[config.mk]
export PLATFORM = sky130hd
export DESIGN_NAME = rxc_regs
export DESIGN_NICKNAME = d
export VERILOG_FILES = /design/src/inc/rxc_pkg.sv /design/src/hw/rxc_sync_detect.sv /design/src/hw/rxc_regs.sv
export SDC_FILE = /design/constraint.sdc
export NUM_CORES = 1
export LEC_CHECK = 0
export BUFFER_PORTS_ARGS = -buffer_cell sky130_fd_sc_hd__buf_2
export CORE_MARGIN = 3
export CORE_UTILIZATION = 58
export CTS_CLUSTER_SIZE = 10
export DETAILED_ROUTE_END_ITERATION = 8
export GPL_TIMING_DRIVEN = 0
export PLACE_DENSITY = 0.8
export SLEW_MARGIN = 20
export SYNTH_ARGS = -nofsm -noshare
export SYNTH_HDL_FRONTEND = slang
export SYNTH_SLANG_ARGS = --single-unit
[constraint.sdc]
create_clock -name aclk -period 9.7 [get_ports aclk]
set_input_delay 1.94 -clock aclk [delete_from_list [all_inputs] [get_ports aclk]]
set_output_delay 1.94 -clock aclk [all_outputs]
set_load 0.01 [all_outputs]
[src/inc/rxc_pkg.sv]
// Package of offsets, fields, reset values and codes for the receiver config registers
package rxc_pkg;
   // ----------------------------------------------------------------
   // Register indices (byte address is four times the index)
   // ----------------------------------------------------------------
   localparam logic [7:0] IDX_RX_FILTER_BANDWIDTH   = 8'h10;
   localparam logic [7:0] IDX_POLYPHASE_CENTER      = 8'h11;
   localparam logic [7:0] IDX_SYNC_AND_BITSYNC_CTRL = 8'h12;
   localparam logic [7:0] IDX_OOK_THRESHOLD_FLOOR   = 8'h13;
   localparam logic [7:0] IDX_SIGNAL_STRENGTH_VALUE = 8'h14;
   localparam logic [7:0] IDX_OOK_THRESHOLD_DYN     = 8'h15;
   localparam logic [7:0] IDX_SYNC_PATTERN_0        = 8'h16;
   localparam logic [7:0] IDX_SYNC_PATTERN_1        = 8'h17;
   localparam logic [7:0] IDX_SYNC_PATTERN_2        = 8'h18;
   localparam logic [7:0] IDX_SYNC_PATTERN_3        = 8'h19;
   localparam logic [7:0] IDX_DEMOD_STATUS          = 8'h1a;
   localparam logic [7:0] IDX_FIFO_FILL_CTRL        = 8'h1b;

   // ----------------------------------------------------------------
   // Field positions
   // ----------------------------------------------------------------
   localparam int POS_PASSIVE_LP   = 4;
   localparam int POS_RX_BW        = 0;
   localparam int POS_POLY_CENTER  = 4;
   localparam int POS_POLY_EN      = 7;
   localparam int POS_BITSYNC_OFF  = 6;
   localparam int POS_SYNC_EN      = 5;
   localparam int POS_SYNC_LEN     = 3;
   localparam int POS_SYNC_TOL     = 1;
   localparam int POS_DEC_STEP     = 5;
   localparam int POS_DEC_RATE     = 2;
   localparam int POS_AVG_CUTOFF   = 0;

   // ----------------------------------------------------------------
   // Reset values
   // ----------------------------------------------------------------
   localparam logic [7:0] RST_RX_FILTER_BANDWIDTH = 8'ha3;
   localparam logic [7:0] RST_POLYPHASE_CENTER    = 8'h38;
   localparam logic [7:0] RST_SYNC_CTRL           = 8'h18;
   localparam logic [7:0] RST_OOK_FLOOR           = 8'h04;
   localparam logic [7:0] RST_OOK_DYN             = 8'h00;
   localparam logic [7:0] RST_SYNC_PATTERN        = 8'h00;

   // ----------------------------------------------------------------
   // Codes and bus answers
   // ----------------------------------------------------------------
   localparam logic [1:0] AVG_CUTOFF_SLOW = 2'h3;
   localparam logic [1:0] AXI_OKAY        = 2'h0;
   localparam logic [1:0] AXI_SLVERR      = 2'h2;

   typedef enum logic [1:0] {
      RXC_TH_FIXED   = 2'b00,
      RXC_TH_PEAK    = 2'b01,
      RXC_TH_AVERAGE = 2'b10
   } rxc_thresh_mode_e;
endpackage

[src/hw/rxc_sync_detect.sv]
// Sync pattern correlator with error tolerance
`timescale 1ns/1ns
module rxc_sync_detect
   import rxc_pkg::*;
#(
   parameter int MAX_BITS = 32
) (
   // Clock and reset
   input  wire logic        aclk,
   input  wire logic        aresetn,
   input  wire logic        clk_en,
   // Settings
   input  wire logic        sync_en,
   input  wire logic [1:0]  sync_len,
   input  wire logic [1:0]  sync_tol,
   input  wire logic [31:0] pattern,
   // Bit stream
   input  wire logic        bit_valid,
   input  wire logic        bit_data,
   // Result
   output logic             match
);
   if (MAX_BITS != 32) begin : g_width_check
      $error("rxc_sync_detect supports 32 bits only");
   end

   logic [31:0] shift_r;
   logic [31:0] win;
   logic [31:0] diff;
   logic [31:0] mask;
   logic [5:0]  errs;
   logic [5:0]  seen_r;

   // Newest bit enters at bit 0; byte one of the pattern is the oldest
   always_ff @(posedge aclk) begin
      if (!aresetn) begin
         shift_r <= 32'h0;
         seen_r  <= 6'h0;
      end else if (clk_en && bit_valid) begin
         shift_r <= {shift_r[30:0], bit_data};
         if (seen_r != 6'h20) seen_r <= seen_r + 6'h1;
      end
   end

   // The arriving bit belongs to the window judged at this edge
   assign win = {shift_r[30:0], bit_data};

   // Pattern bytes are used in order; only the leading bytes take part
   always_comb begin
      logic [31:0] pat;
      pat  = 32'h0;
      mask = 32'h0;
      case (sync_len)
         2'b00:   begin pat = {24'h0, pattern[31:24]}; mask = 32'h0000_00ff; end
         2'b01:   begin pat = {16'h0, pattern[31:16]}; mask = 32'h0000_ffff; end
         2'b10:   begin pat = {8'h0, pattern[31:8]};   mask = 32'h00ff_ffff; end
         default: begin pat = pattern;                 mask = 32'hffff_ffff; end
      endcase
      diff = (win ^ pat) & mask;
      errs = 6'h0;
      for (int i = 0; i < 32; i++) begin
         errs = errs + {5'h0, diff[i]};
      end
   end

   // Match only once enough bits have arrived to fill the window
   always_ff @(posedge aclk) begin
      if (!aresetn) begin
         match <= 1'b0;
      end else if (clk_en) begin
         match <= sync_en && bit_valid && (seen_r >= {1'b0, sync_len, 3'h7})
                  && (errs <= {4'h0, sync_tol});
      end
   end
endmodule // rxc_sync_detect

[src/hw/rxc_regs.sv]
// Receiver configuration register bank with AXI4-Lite slave and OOK threshold engine
`timescale 1ns/1ns
module rxc_regs
   import rxc_pkg::*;
#(
   parameter int ADDR_W = 8
) (
   // Clock, reset, enable
   input  wire logic              aclk,
   input  wire logic              aresetn,
   input  wire logic              clk_en,
   // AXI4-Lite write address
   input  wire logic [ADDR_W-1:0] s_axi_awaddr,
   input  wire logic              s_axi_awvalid,
   output logic                   s_axi_awready,
   // AXI4-Lite write data
   input  wire logic [31:0]       s_axi_wdata,
   input  wire logic [3:0]        s_axi_wstrb,
   input  wire logic              s_axi_wvalid,
   output logic                   s_axi_wready,
   // AXI4-Lite write response
   output logic [1:0]             s_axi_bresp,
   output logic                   s_axi_bvalid,
   input  wire logic              s_axi_bready,
   // AXI4-Lite read address
   input  wire logic [ADDR_W-1:0] s_axi_araddr,
   input  wire logic              s_axi_arvalid,
   output logic                   s_axi_arready,
   // AXI4-Lite read data
   output logic [31:0]            s_axi_rdata,
   output logic [1:0]             s_axi_rresp,
   output logic                   s_axi_rvalid,
   input  wire logic              s_axi_rready,
   // Demodulator inputs
   input  wire logic [7:0]        rssi_in,
   input  wire logic              rx_bit_valid,
   input  wire logic              rx_bit,
   input  wire logic              chip_tick,
   input  wire logic              sub_tick,
   input  wire logic              ook_peak,
   input  wire logic              ook_mode,
   input  wire logic              continuous_mode,
   input  wire logic              buffered_mode,
   input  wire logic              fifo_auto_fill,
   // Analog and demodulator controls
   output logic [3:0]             passive_lowpass_code,
   output logic [3:0]             rx_bandwidth_code,
   output logic [3:0]             polyphase_center_code,
   output logic                   polyphase_enable,
   output logic                   bitsync_enable,
   output logic [1:0]             ook_average_cutoff,
   output logic [7:0]             ook_threshold,
   output logic                   sync_match,
   output logic                   fifo_fill_start
);
   if (ADDR_W < 8) begin : g_addr_check
      $error("rxc_regs needs at least 8 address bits");
   end

   // ----------------------------------------------------------------
   // Register storage
   // ----------------------------------------------------------------
   logic [7:0] bw_r;
   logic [7:0] poly_r;
   logic [7:0] sync_r;
   logic [7:0] floor_r;
   logic [7:0] rssi_r;
   logic [7:0] dyn_r;
   logic [7:0] pat_r [4];
   logic       fill_active_r;
   logic       match_seen_r;
   logic [7:0] thresh_r;
   logic [3:0] rate_cnt_r;

   // Word index from a byte address; bits above the word are ignored
   function automatic logic [7:0] word_idx(input logic [ADDR_W-1:0] a);
      logic [ADDR_W-1:0] s;
      s = a >> 2;
      return {2'b00, s[5:0]};
   endfunction

   // Byte step in half-dB units: 1..4, then 6,8,10,12
   function automatic logic [7:0] step_units(input logic [2:0] c);
      return c[2] ? {5'h0, c[1:0], 1'b0} + 8'h6 : {6'h0, c[1:0]} + 8'h1;
   endfunction

   // ----------------------------------------------------------------
   // AXI4-Lite write channel
   // ----------------------------------------------------------------
   logic              aw_held_r;
   logic              w_held_r;
   logic [7:0]        aw_idx_r;
   logic [7:0]        wdata_r;
   logic              wstb_r;
   logic              do_write;
   logic              wr_ok;

   // Address and data may come in either order; each is held once taken
   assign s_axi_awready = !aw_held_r && !s_axi_bvalid;
   assign s_axi_wready  = !w_held_r && !s_axi_bvalid;
   assign do_write      = aw_held_r && w_held_r && !s_axi_bvalid;

   always_ff @(posedge aclk) begin
      if (!aresetn) begin
         aw_held_r <= 1'b0;
         w_held_r  <= 1'b0;
         aw_idx_r  <= 8'h0;
         wdata_r   <= 8'h0;
         wstb_r    <= 1'b0;
      end else if (clk_en) begin
         if (s_axi_awvalid && s_axi_awready) begin
            aw_held_r <= 1'b1;
            aw_idx_r  <= word_idx(s_axi_awaddr);
         end else if (do_write) begin
            aw_held_r <= 1'b0;
         end
         if (s_axi_wvalid && s_axi_wready) begin
            w_held_r <= 1'b1;
            wdata_r  <= s_axi_wdata[7:0];
            wstb_r   <= s_axi_wstrb[0];
         end else if (do_write) begin
            w_held_r <= 1'b0;
         end
      end
   end

   // Writable indices; the strength and status words refuse writes
   always_comb begin
      case (aw_idx_r)
         IDX_RX_FILTER_BANDWIDTH, IDX_POLYPHASE_CENTER, IDX_SYNC_AND_BITSYNC_CTRL,
         IDX_OOK_THRESHOLD_FLOOR, IDX_OOK_THRESHOLD_DYN, IDX_SYNC_PATTERN_0,
         IDX_SYNC_PATTERN_1, IDX_SYNC_PATTERN_2, IDX_SYNC_PATTERN_3,
         IDX_FIFO_FILL_CTRL: wr_ok = 1'b1;
         default:            wr_ok = 1'b0;
      endcase
   end

   // Response follows the write by one cycle
   always_ff @(posedge aclk) begin
      if (!aresetn) begin
         s_axi_bvalid <= 1'b0;
         s_axi_bresp  <= AXI_OKAY;
      end else if (clk_en) begin
         if (do_write) begin
            s_axi_bvalid <= 1'b1;
            s_axi_bresp  <= wr_ok ? AXI_OKAY : AXI_SLVERR;
         end else if (s_axi_bready) begin
            s_axi_bvalid <= 1'b0;
         end
      end
   end

   // ----------------------------------------------------------------
   // Configuration registers
   // ----------------------------------------------------------------
   always_ff @(posedge aclk) begin
      if (!aresetn) begin
         bw_r    <= RST_RX_FILTER_BANDWIDTH;
         poly_r  <= RST_POLYPHASE_CENTER;
         sync_r  <= RST_SYNC_CTRL;
         floor_r <= RST_OOK_FLOOR;
         dyn_r   <= RST_OOK_DYN;
         for (int i = 0; i < 4; i++) pat_r[i] <= RST_SYNC_PATTERN;
      end else if (clk_en && do_write && wstb_r) begin
         case (aw_idx_r)
            IDX_RX_FILTER_BANDWIDTH:   bw_r     <= wdata_r;
            IDX_POLYPHASE_CENTER:      poly_r   <= wdata_r;
            IDX_SYNC_AND_BITSYNC_CTRL: sync_r   <= wdata_r;
            IDX_OOK_THRESHOLD_FLOOR:   floor_r  <= wdata_r;
            IDX_OOK_THRESHOLD_DYN:     dyn_r    <= wdata_r;
            IDX_SYNC_PATTERN_0:        pat_r[0] <= wdata_r;
            IDX_SYNC_PATTERN_1:        pat_r[1] <= wdata_r;
            IDX_SYNC_PATTERN_2:        pat_r[2] <= wdata_r;
            IDX_SYNC_PATTERN_3:        pat_r[3] <= wdata_r;
            default: ;
         endcase
      end
   end

   // Strength is sampled every enabled cycle; software sees the latest value
   always_ff @(posedge aclk) begin
      if (!aresetn) rssi_r <= 8'h0;
      else if (clk_en) rssi_r <= rssi_in;
   end

   // ----------------------------------------------------------------
   // Control outputs
   // ----------------------------------------------------------------
   assign passive_lowpass_code  = bw_r[POS_PASSIVE_LP +: 4];
   assign rx_bandwidth_code     = bw_r[POS_RX_BW +: 4];
   assign polyphase_center_code = poly_r[POS_POLY_CENTER +: 4];
   assign polyphase_enable      = ook_mode && sync_r[POS_POLY_EN];
   // Outside continuous mode the synchronizer is left running
   assign bitsync_enable = !(continuous_mode && sync_r[POS_BITSYNC_OFF]);
   assign ook_average_cutoff    = dyn_r[POS_AVG_CUTOFF +: 2];
   assign ook_threshold         = thresh_r;

   // ----------------------------------------------------------------
   // Sync detector
   // ----------------------------------------------------------------
   rxc_sync_detect #(.MAX_BITS(32)) u_sync (
      .aclk      (aclk),
      .aresetn   (aresetn),
      .clk_en    (clk_en),
      .sync_en   (sync_r[POS_SYNC_EN]),
      .sync_len  (sync_r[POS_SYNC_LEN +: 2]),
      .sync_tol  (sync_r[POS_SYNC_TOL +: 2]),
      .pattern   ({pat_r[0], pat_r[1], pat_r[2], pat_r[3]}),
      .bit_valid (rx_bit_valid),
      .bit_data  (rx_bit),
      .match     (sync_match)
   );

   // Automatic fill: a match starts filling; software writes 1 to rearm.
   // A fill start wins over a rearm write in the same cycle, and a match wins over it for the seen flag.
   logic rearm;
   assign rearm = do_write && wstb_r && (aw_idx_r == IDX_FIFO_FILL_CTRL) && wdata_r[0];
   assign fifo_fill_start = buffered_mode && fifo_auto_fill && sync_match
                            && !fill_active_r;

   always_ff @(posedge aclk) begin
      if (!aresetn) begin
         fill_active_r <= 1'b0;
         match_seen_r  <= 1'b0;
      end else if (clk_en) begin
         if (fifo_fill_start) fill_active_r <= 1'b1;
         else if (rearm) fill_active_r <= 1'b0;
         if (sync_match) match_seen_r <= 1'b1;
         else if (rearm) match_seen_r <= 1'b0;
      end
   end

   // ----------------------------------------------------------------
   // OOK peak threshold decay
   // ----------------------------------------------------------------
   // Slow rates count chip ticks; fast rates count sub-chip ticks (16 per chip)
   logic       dec_tick;
   logic [2:0] rate;
   logic [3:0] rate_lim;
   assign rate = dyn_r[POS_DEC_RATE +: 3];

   always_comb begin
      case (rate)
         3'b000:  rate_lim = 4'h0;
         3'b001:  rate_lim = 4'h1;
         3'b010:  rate_lim = 4'h3;
         3'b011:  rate_lim = 4'h7;
         3'b100:  rate_lim = 4'h7;
         3'b101:  rate_lim = 4'h3;
         3'b110:  rate_lim = 4'h1;
         default: rate_lim = 4'h0;
      endcase
   end

   // Counter of the tick source chosen by the rate code
   always_ff @(posedge aclk) begin
      if (!aresetn) begin
         rate_cnt_r <= 4'h0;
      end else if (clk_en && (rate[2] ? sub_tick : chip_tick)) begin
         rate_cnt_r <= (rate_cnt_r >= rate_lim) ? 4'h0 : rate_cnt_r + 4'h1;
      end
   end
   assign dec_tick = (rate[2] ? sub_tick : chip_tick) && (rate_cnt_r >= rate_lim);

   // A borrow into bit 8 means the step would pass below zero
   logic [8:0] dropped;
   assign dropped = {1'b0, thresh_r} - {1'b0, step_units(dyn_r[POS_DEC_STEP +: 3])};

   // Peak captures the signal level; decay clamps at the floor
   always_ff @(posedge aclk) begin
      if (!aresetn) begin
         thresh_r <= RST_OOK_FLOOR;
      end else if (clk_en) begin
         if (!ook_peak) begin
            thresh_r <= floor_r;
         end else if (rssi_r > thresh_r) begin
            thresh_r <= rssi_r;
         end else if (dec_tick) begin
            if (dropped[8] || dropped[7:0] < floor_r) thresh_r <= floor_r;
            else thresh_r <= dropped[7:0];
         end else if (thresh_r < floor_r) begin
            thresh_r <= floor_r;
         end
      end
   end

   // ----------------------------------------------------------------
   // AXI4-Lite read channel
   // ----------------------------------------------------------------
   logic [7:0] rd_val;
   logic       rd_ok;

   always_comb begin
      rd_ok = 1'b1;
      case (word_idx(s_axi_araddr))
         IDX_RX_FILTER_BANDWIDTH:   rd_val = bw_r;
         IDX_POLYPHASE_CENTER:      rd_val = poly_r;
         IDX_SYNC_AND_BITSYNC_CTRL: rd_val = sync_r;
         IDX_OOK_THRESHOLD_FLOOR:   rd_val = floor_r;
         IDX_SIGNAL_STRENGTH_VALUE: rd_val = rssi_r;
         IDX_OOK_THRESHOLD_DYN:     rd_val = dyn_r;
         IDX_SYNC_PATTERN_0:        rd_val = pat_r[0];
         IDX_SYNC_PATTERN_1:        rd_val = pat_r[1];
         IDX_SYNC_PATTERN_2:        rd_val = pat_r[2];
         IDX_SYNC_PATTERN_3:        rd_val = pat_r[3];
         IDX_DEMOD_STATUS:          rd_val = thresh_r;
         IDX_FIFO_FILL_CTRL:        rd_val = {6'h0, match_seen_r, fill_active_r};
         default: begin
            rd_val = 8'h0;
            rd_ok  = 1'b0;
         end
      endcase
   end

   assign s_axi_arready = !s_axi_rvalid;

   always_ff @(posedge aclk) begin
      if (!aresetn) begin
         s_axi_rvalid <= 1'b0;
         s_axi_rdata  <= 32'h0;
         s_axi_rresp  <= AXI_OKAY;
      end else if (clk_en) begin
         if (s_axi_arvalid && s_axi_arready) begin
            s_axi_rvalid <= 1'b1;
            s_axi_rdata  <= {24'h0, rd_val};
            s_axi_rresp  <= rd_ok ? AXI_OKAY : AXI_SLVERR;
         end else if (s_axi_rready) begin
            s_axi_rvalid <= 1'b0;
         end
      end
   end
endmodule // rxc_regs

==> flow_summary_export.csv <==
group,metric,value,unit
synthesis,synth_xor_area_share,4.59,%
min_path,hold-path-cell-count,1,
final_layout,nets,1358,
synthesis,synth_area,9720,sq um
critical_path,slowest_stage,"fa_1",
floorplanning,die_area,18400,sq um
routing,ant_nets,0,
clocking,post_cts_resized,0,
critical_path,ff2ff_path_depth,23,
synthesis,yosysSeqAreaShare,36.6,%
routing,drc,0,
grt,grt_max_degree,17,
timing,setup_tns,0,ns
floorplanning,initial_core_util,60.1,%
clocking,clockRootBuffer,"clkbuf_16",
clocking,cts_tree,"yes",
synthesis,synthArstFlopShare,0,%
critical_path,cp.required,10.08,ns
timing,max_freq,137,MHz
timing,finalCritPeriodShare,75.2,%
grt,grt-ovfl-total,0,
critical_path,path_buf_inv,5,
routing,wl_met2,12900,microns
routing,met1Wirelength,11200,microns
timing,maxSlewViolCount,0,
timing,period_needed,7.29,ns
synthesis,ys_top_cells_by_area,"dfxtp_1, edfxtp_1, nand2_1",
final_layout,drive_gt1_share,16.0,%
timing,relSlewSlack,40.1,%
routing,num_vias,8505,
synthesis,synth_compound_area_share,12.2,%
critical_path,path_depth,21,
routing,drtIter0Drc,962,
clocking,clock_latency,0.44,ns
floorplanning,die_w,135,microns
synthesis,synth_top_area_share,26.8,%
routing,dr.pass1.iters,8,
synthesis,synthAdderAreaFrac,11.1,%
grt,antenna_found_initial,0,
routing,highest_layer,"met4",
synthesis,yosys.area_share.simple,18.6,%
placed_design,routabilityCongestion,0.966,
grt,grt.total_usage,31.3,%
timing,rsz0062_at_grt,"false",
grt,grt_pass1_vias,8163,
floorplanning,rows,46,
critical_path,crit_arrival,7.67,ns
clocking,post-cts-setup-buffers,0,
synthesis,synth.mux.area_fraction,9.26,%
synthesis,synth_ff_type,"dfxtp_1",
critical_path,crit_family,"adder cells",
final_layout,final_util,68.7,%
job,drv_cap,0,
critical_path,end_kind,"flop",
critical_path,cp_max_fo,2,
routing,dr_wl_met3,2970,microns
clocking,hold_buffers,0,
clocking,cts_buffers,17,
clocking,clockBufferDepth,2,
synthesis,syn-instance-count,1084,
critical_path,crit_chain,"buf_2 -> xor2_1 -> ha_1 -> inv_1 -> fa_1 -> inv_1 -> fa_1 -> fa_1 -> fa_1 -> fa_1 -> fa_1 -> inv_1 -> fa_1 -> inv_1 -> fa_1 -> ha_1 -> a21oi_1 -> a21oi_1 -> nor4_1 -> a32oi_1 -> nor2_1",
timing,worst_slew_pin_slew,0.899,ns
min_path,hold_class,"flop to flop",
synthesis,yosysUniqueCellTypes,58,
synthesis,synth_edf_count,32,
routing,wl,28300,microns
synthesis,synth-seq-cells,162,
timing,finClkSkew,0.0131,ns
floorplanning,coreArea,16200,sq um
clocking,clkTransAtPathRegs,0.06,ns
critical_path,crit_top_cell,"fa_1",
placed_design,dp_hpwl,21200,microns
clocking,h-tree-depth,4,
routing,via_per_inst,5.91,
synthesis,syn_area_per_cell,8.97,sq um
timing,final_hold_viol_count,0,
power_and_ir_drop,p_leak,4.69,nW
critical_path,worstSetupPathType,"input port to flop",
timing,setup_viol,0,
power_and_ir_drop,powerDensity,172,nW/um^2
floorplanning,ioPinCount,144,
critical_path,max_stage_delay,0.55,ns
placed_design,portBuffers,82,
power_and_ir_drop,ir_drop,0.137,mV
floorplanning,die_h,135,microns
synthesis,synth_top_family_by_area,"simple AND/OR/NAND/NOR gates",
final_layout,diodes,0,
timing,timing.hold.ws,0.443,ns
critical_path,critPathLaunchType,"input port",
clocking,cts.sinks,162,
routing,wl_per_cell,19.7,microns
synthesis,ys_warn_count,0,
synthesis,yosys.area.top_type,"dfxtp_1",
grt,grt_first_pass_wirelength,43700,microns
status,outcome,"finished clean",
final_layout,area_growth,14.3,%
logic make-up after synthesis:
| logic type | Yosys count |
|---|---|
| other | 1 |
| AOI/OAI and AO/OA | 192 |
| buffers and inverters | 152 |
| muxes | 67 |
| DFF | 162 |
| and+or+nand+nor | 388 |
| adders and majority gates | 71 |
| xor gates and xnor gates | 51 |
synthesized netlist by cell type (all sizes together), types with 2 or more instances:
master / number
a31oi: 5
edfxtp: 32
buf: 50
inv: 64
nand4: 8
a211o: 4
o21a: 3
nand3: 20
nor2b: 6
a21oi: 95
a211oi: 3
o211ai: 17
xor2: 27
a31o: 8
nand2: 200
ha: 46
o22ai: 10
mux2: 4
mux4: 18
nor3: 12
o221ai: 2
xnor2: 24
a22oi: 22
nor2: 77
mux2i: 45
nor3b: 2
and3b: 2
clkbuf: 38
o21ai: 12
nand3b: 2
dfxtp: 130
fa: 25
and2: 38
and3: 7
o32ai: 6
nor4: 3
nand2b: 7
per-layer routing:
metal | GRT usage, % | vias to the layer above
met5 | 0 | -
met4 | 15.6 | 0
met3 | 6.91 | 103
met2 | 48.6 | 506
met1 | 41.6 | 3993
li1 | - | 3903
stage by stage:
stage               area [sq um]  worst slack, ns  instances  power, mW
finish                     11100             2.41       1439       1.91
global route               11100             2.11       1439       2.01
CTS                        11100             2.38       1439       1.91
detailed placement         10500             1.94       1407       1.21
global placement           10500             2.00       1407       1.19
floorplan                   9820             2.37       1109       1.07
state kept, by name (all words and copies together), names as in the netlist, named ones only:
| name | count |
|---|---|
| pat_r | 32 |
| u_sync.shift_r | 31 |
| bw_r | 8 |
| dyn_r | 8 |
| floor_r | 8 |
| ook_threshold | 8 |
| poly_r | 8 |
| rssi_r | 8 |
| s_axi_rdata | 8 |
| sync_r | 8 |
| wdata_r | 8 |
| aw_idx_r | 6 |
| u_sync.seen_r | 6 |
| rate_cnt_r | 4 |
| aw_held_r | 1 |
| fill_active_r | 1 |
| match_seen_r | 1 |
| s_axi_bresp | 1 |
| s_axi_bvalid | 1 |
| s_axi_rresp | 1 |
| s_axi_rvalid | 1 |
| u_sync.match | 1 |
| w_held_r | 1 |
| wstb_r | 1 |
worst register-to-register path, stage by stage (launching register included):
cell	delay [ns]
dfxtp_1	0.31
buf_2	0.30
buf_2	0.36
buf_2	0.34
inv_1	0.19
nor2_1	0.41
nand2_1	0.15
fa_1	0.51
fa_1	0.52
inv_1	0.06
fa_1	0.53
fa_1	0.47
fa_1	0.54
fa_1	0.55
inv_1	0.07
fa_1	0.44
inv_1	0.10
fa_1	0.42
ha_1	0.30
a21oi_1	0.14
a21oi_1	0.06
nor4_1	0.16
a32oi_1	0.13
nor2_1	0.09
power by group:
part | internal [mW] | leakage (nW) | switching, mW
sequential | 0.702 | 1.38 | 0.0254
combinational | 0.197 | 3.00 | 0.280
clock | 0.419 | 0.300 | 0.288
final cells by class:
class                      instances  area (sq um)
buffer                            88           500
multi-input combinational        795          5510
inverter                          64           240
clock inverter                     9           116
sequential                       162          3560
fill                            1264          5060
timing repair buffer              82           410
clock buffer                      23           499
tap                              216           270
layout by cell type (no fill, tap or decap), types with 20 or more instances in the layout:
master | netlist | routed
nand3_1 | 20 | 20
buf_2 | 7 | 89
a22oi_1 | 22 | 22
edfxtp_1 | 32 | 32
inv_1 | 64 | 64
nand2_1 | 200 | 200
mux2i_1 | 45 | 45
nor2_1 | 77 | 77
dfxtp_1 | 130 | 130
xnor2_1 | 24 | 24
clkbuf_1 | 38 | 40
conb_1 | 1 | 26
a21oi_1 | 94 | 94
xor2_1 | 27 | 27
buf_4 | 35 | 35
and2_1 | 38 | 38
fa_1 | 25 | 25
ha_1 | 46 | 46
path summary, 6_finish.rpt:
kind	slack [ns]	end	start
setup reg to reg	2.50	u_sync.match	sync_r[3]
hold reg to reg	0.44	s_axi_bresp[1]	flop
setup / recovery	2.41	u_sync.match	rx_bit
hold / removal	0.44	s_axi_bresp[1]	flop
No activity file was read; power rests on OpenSTA's default activity.
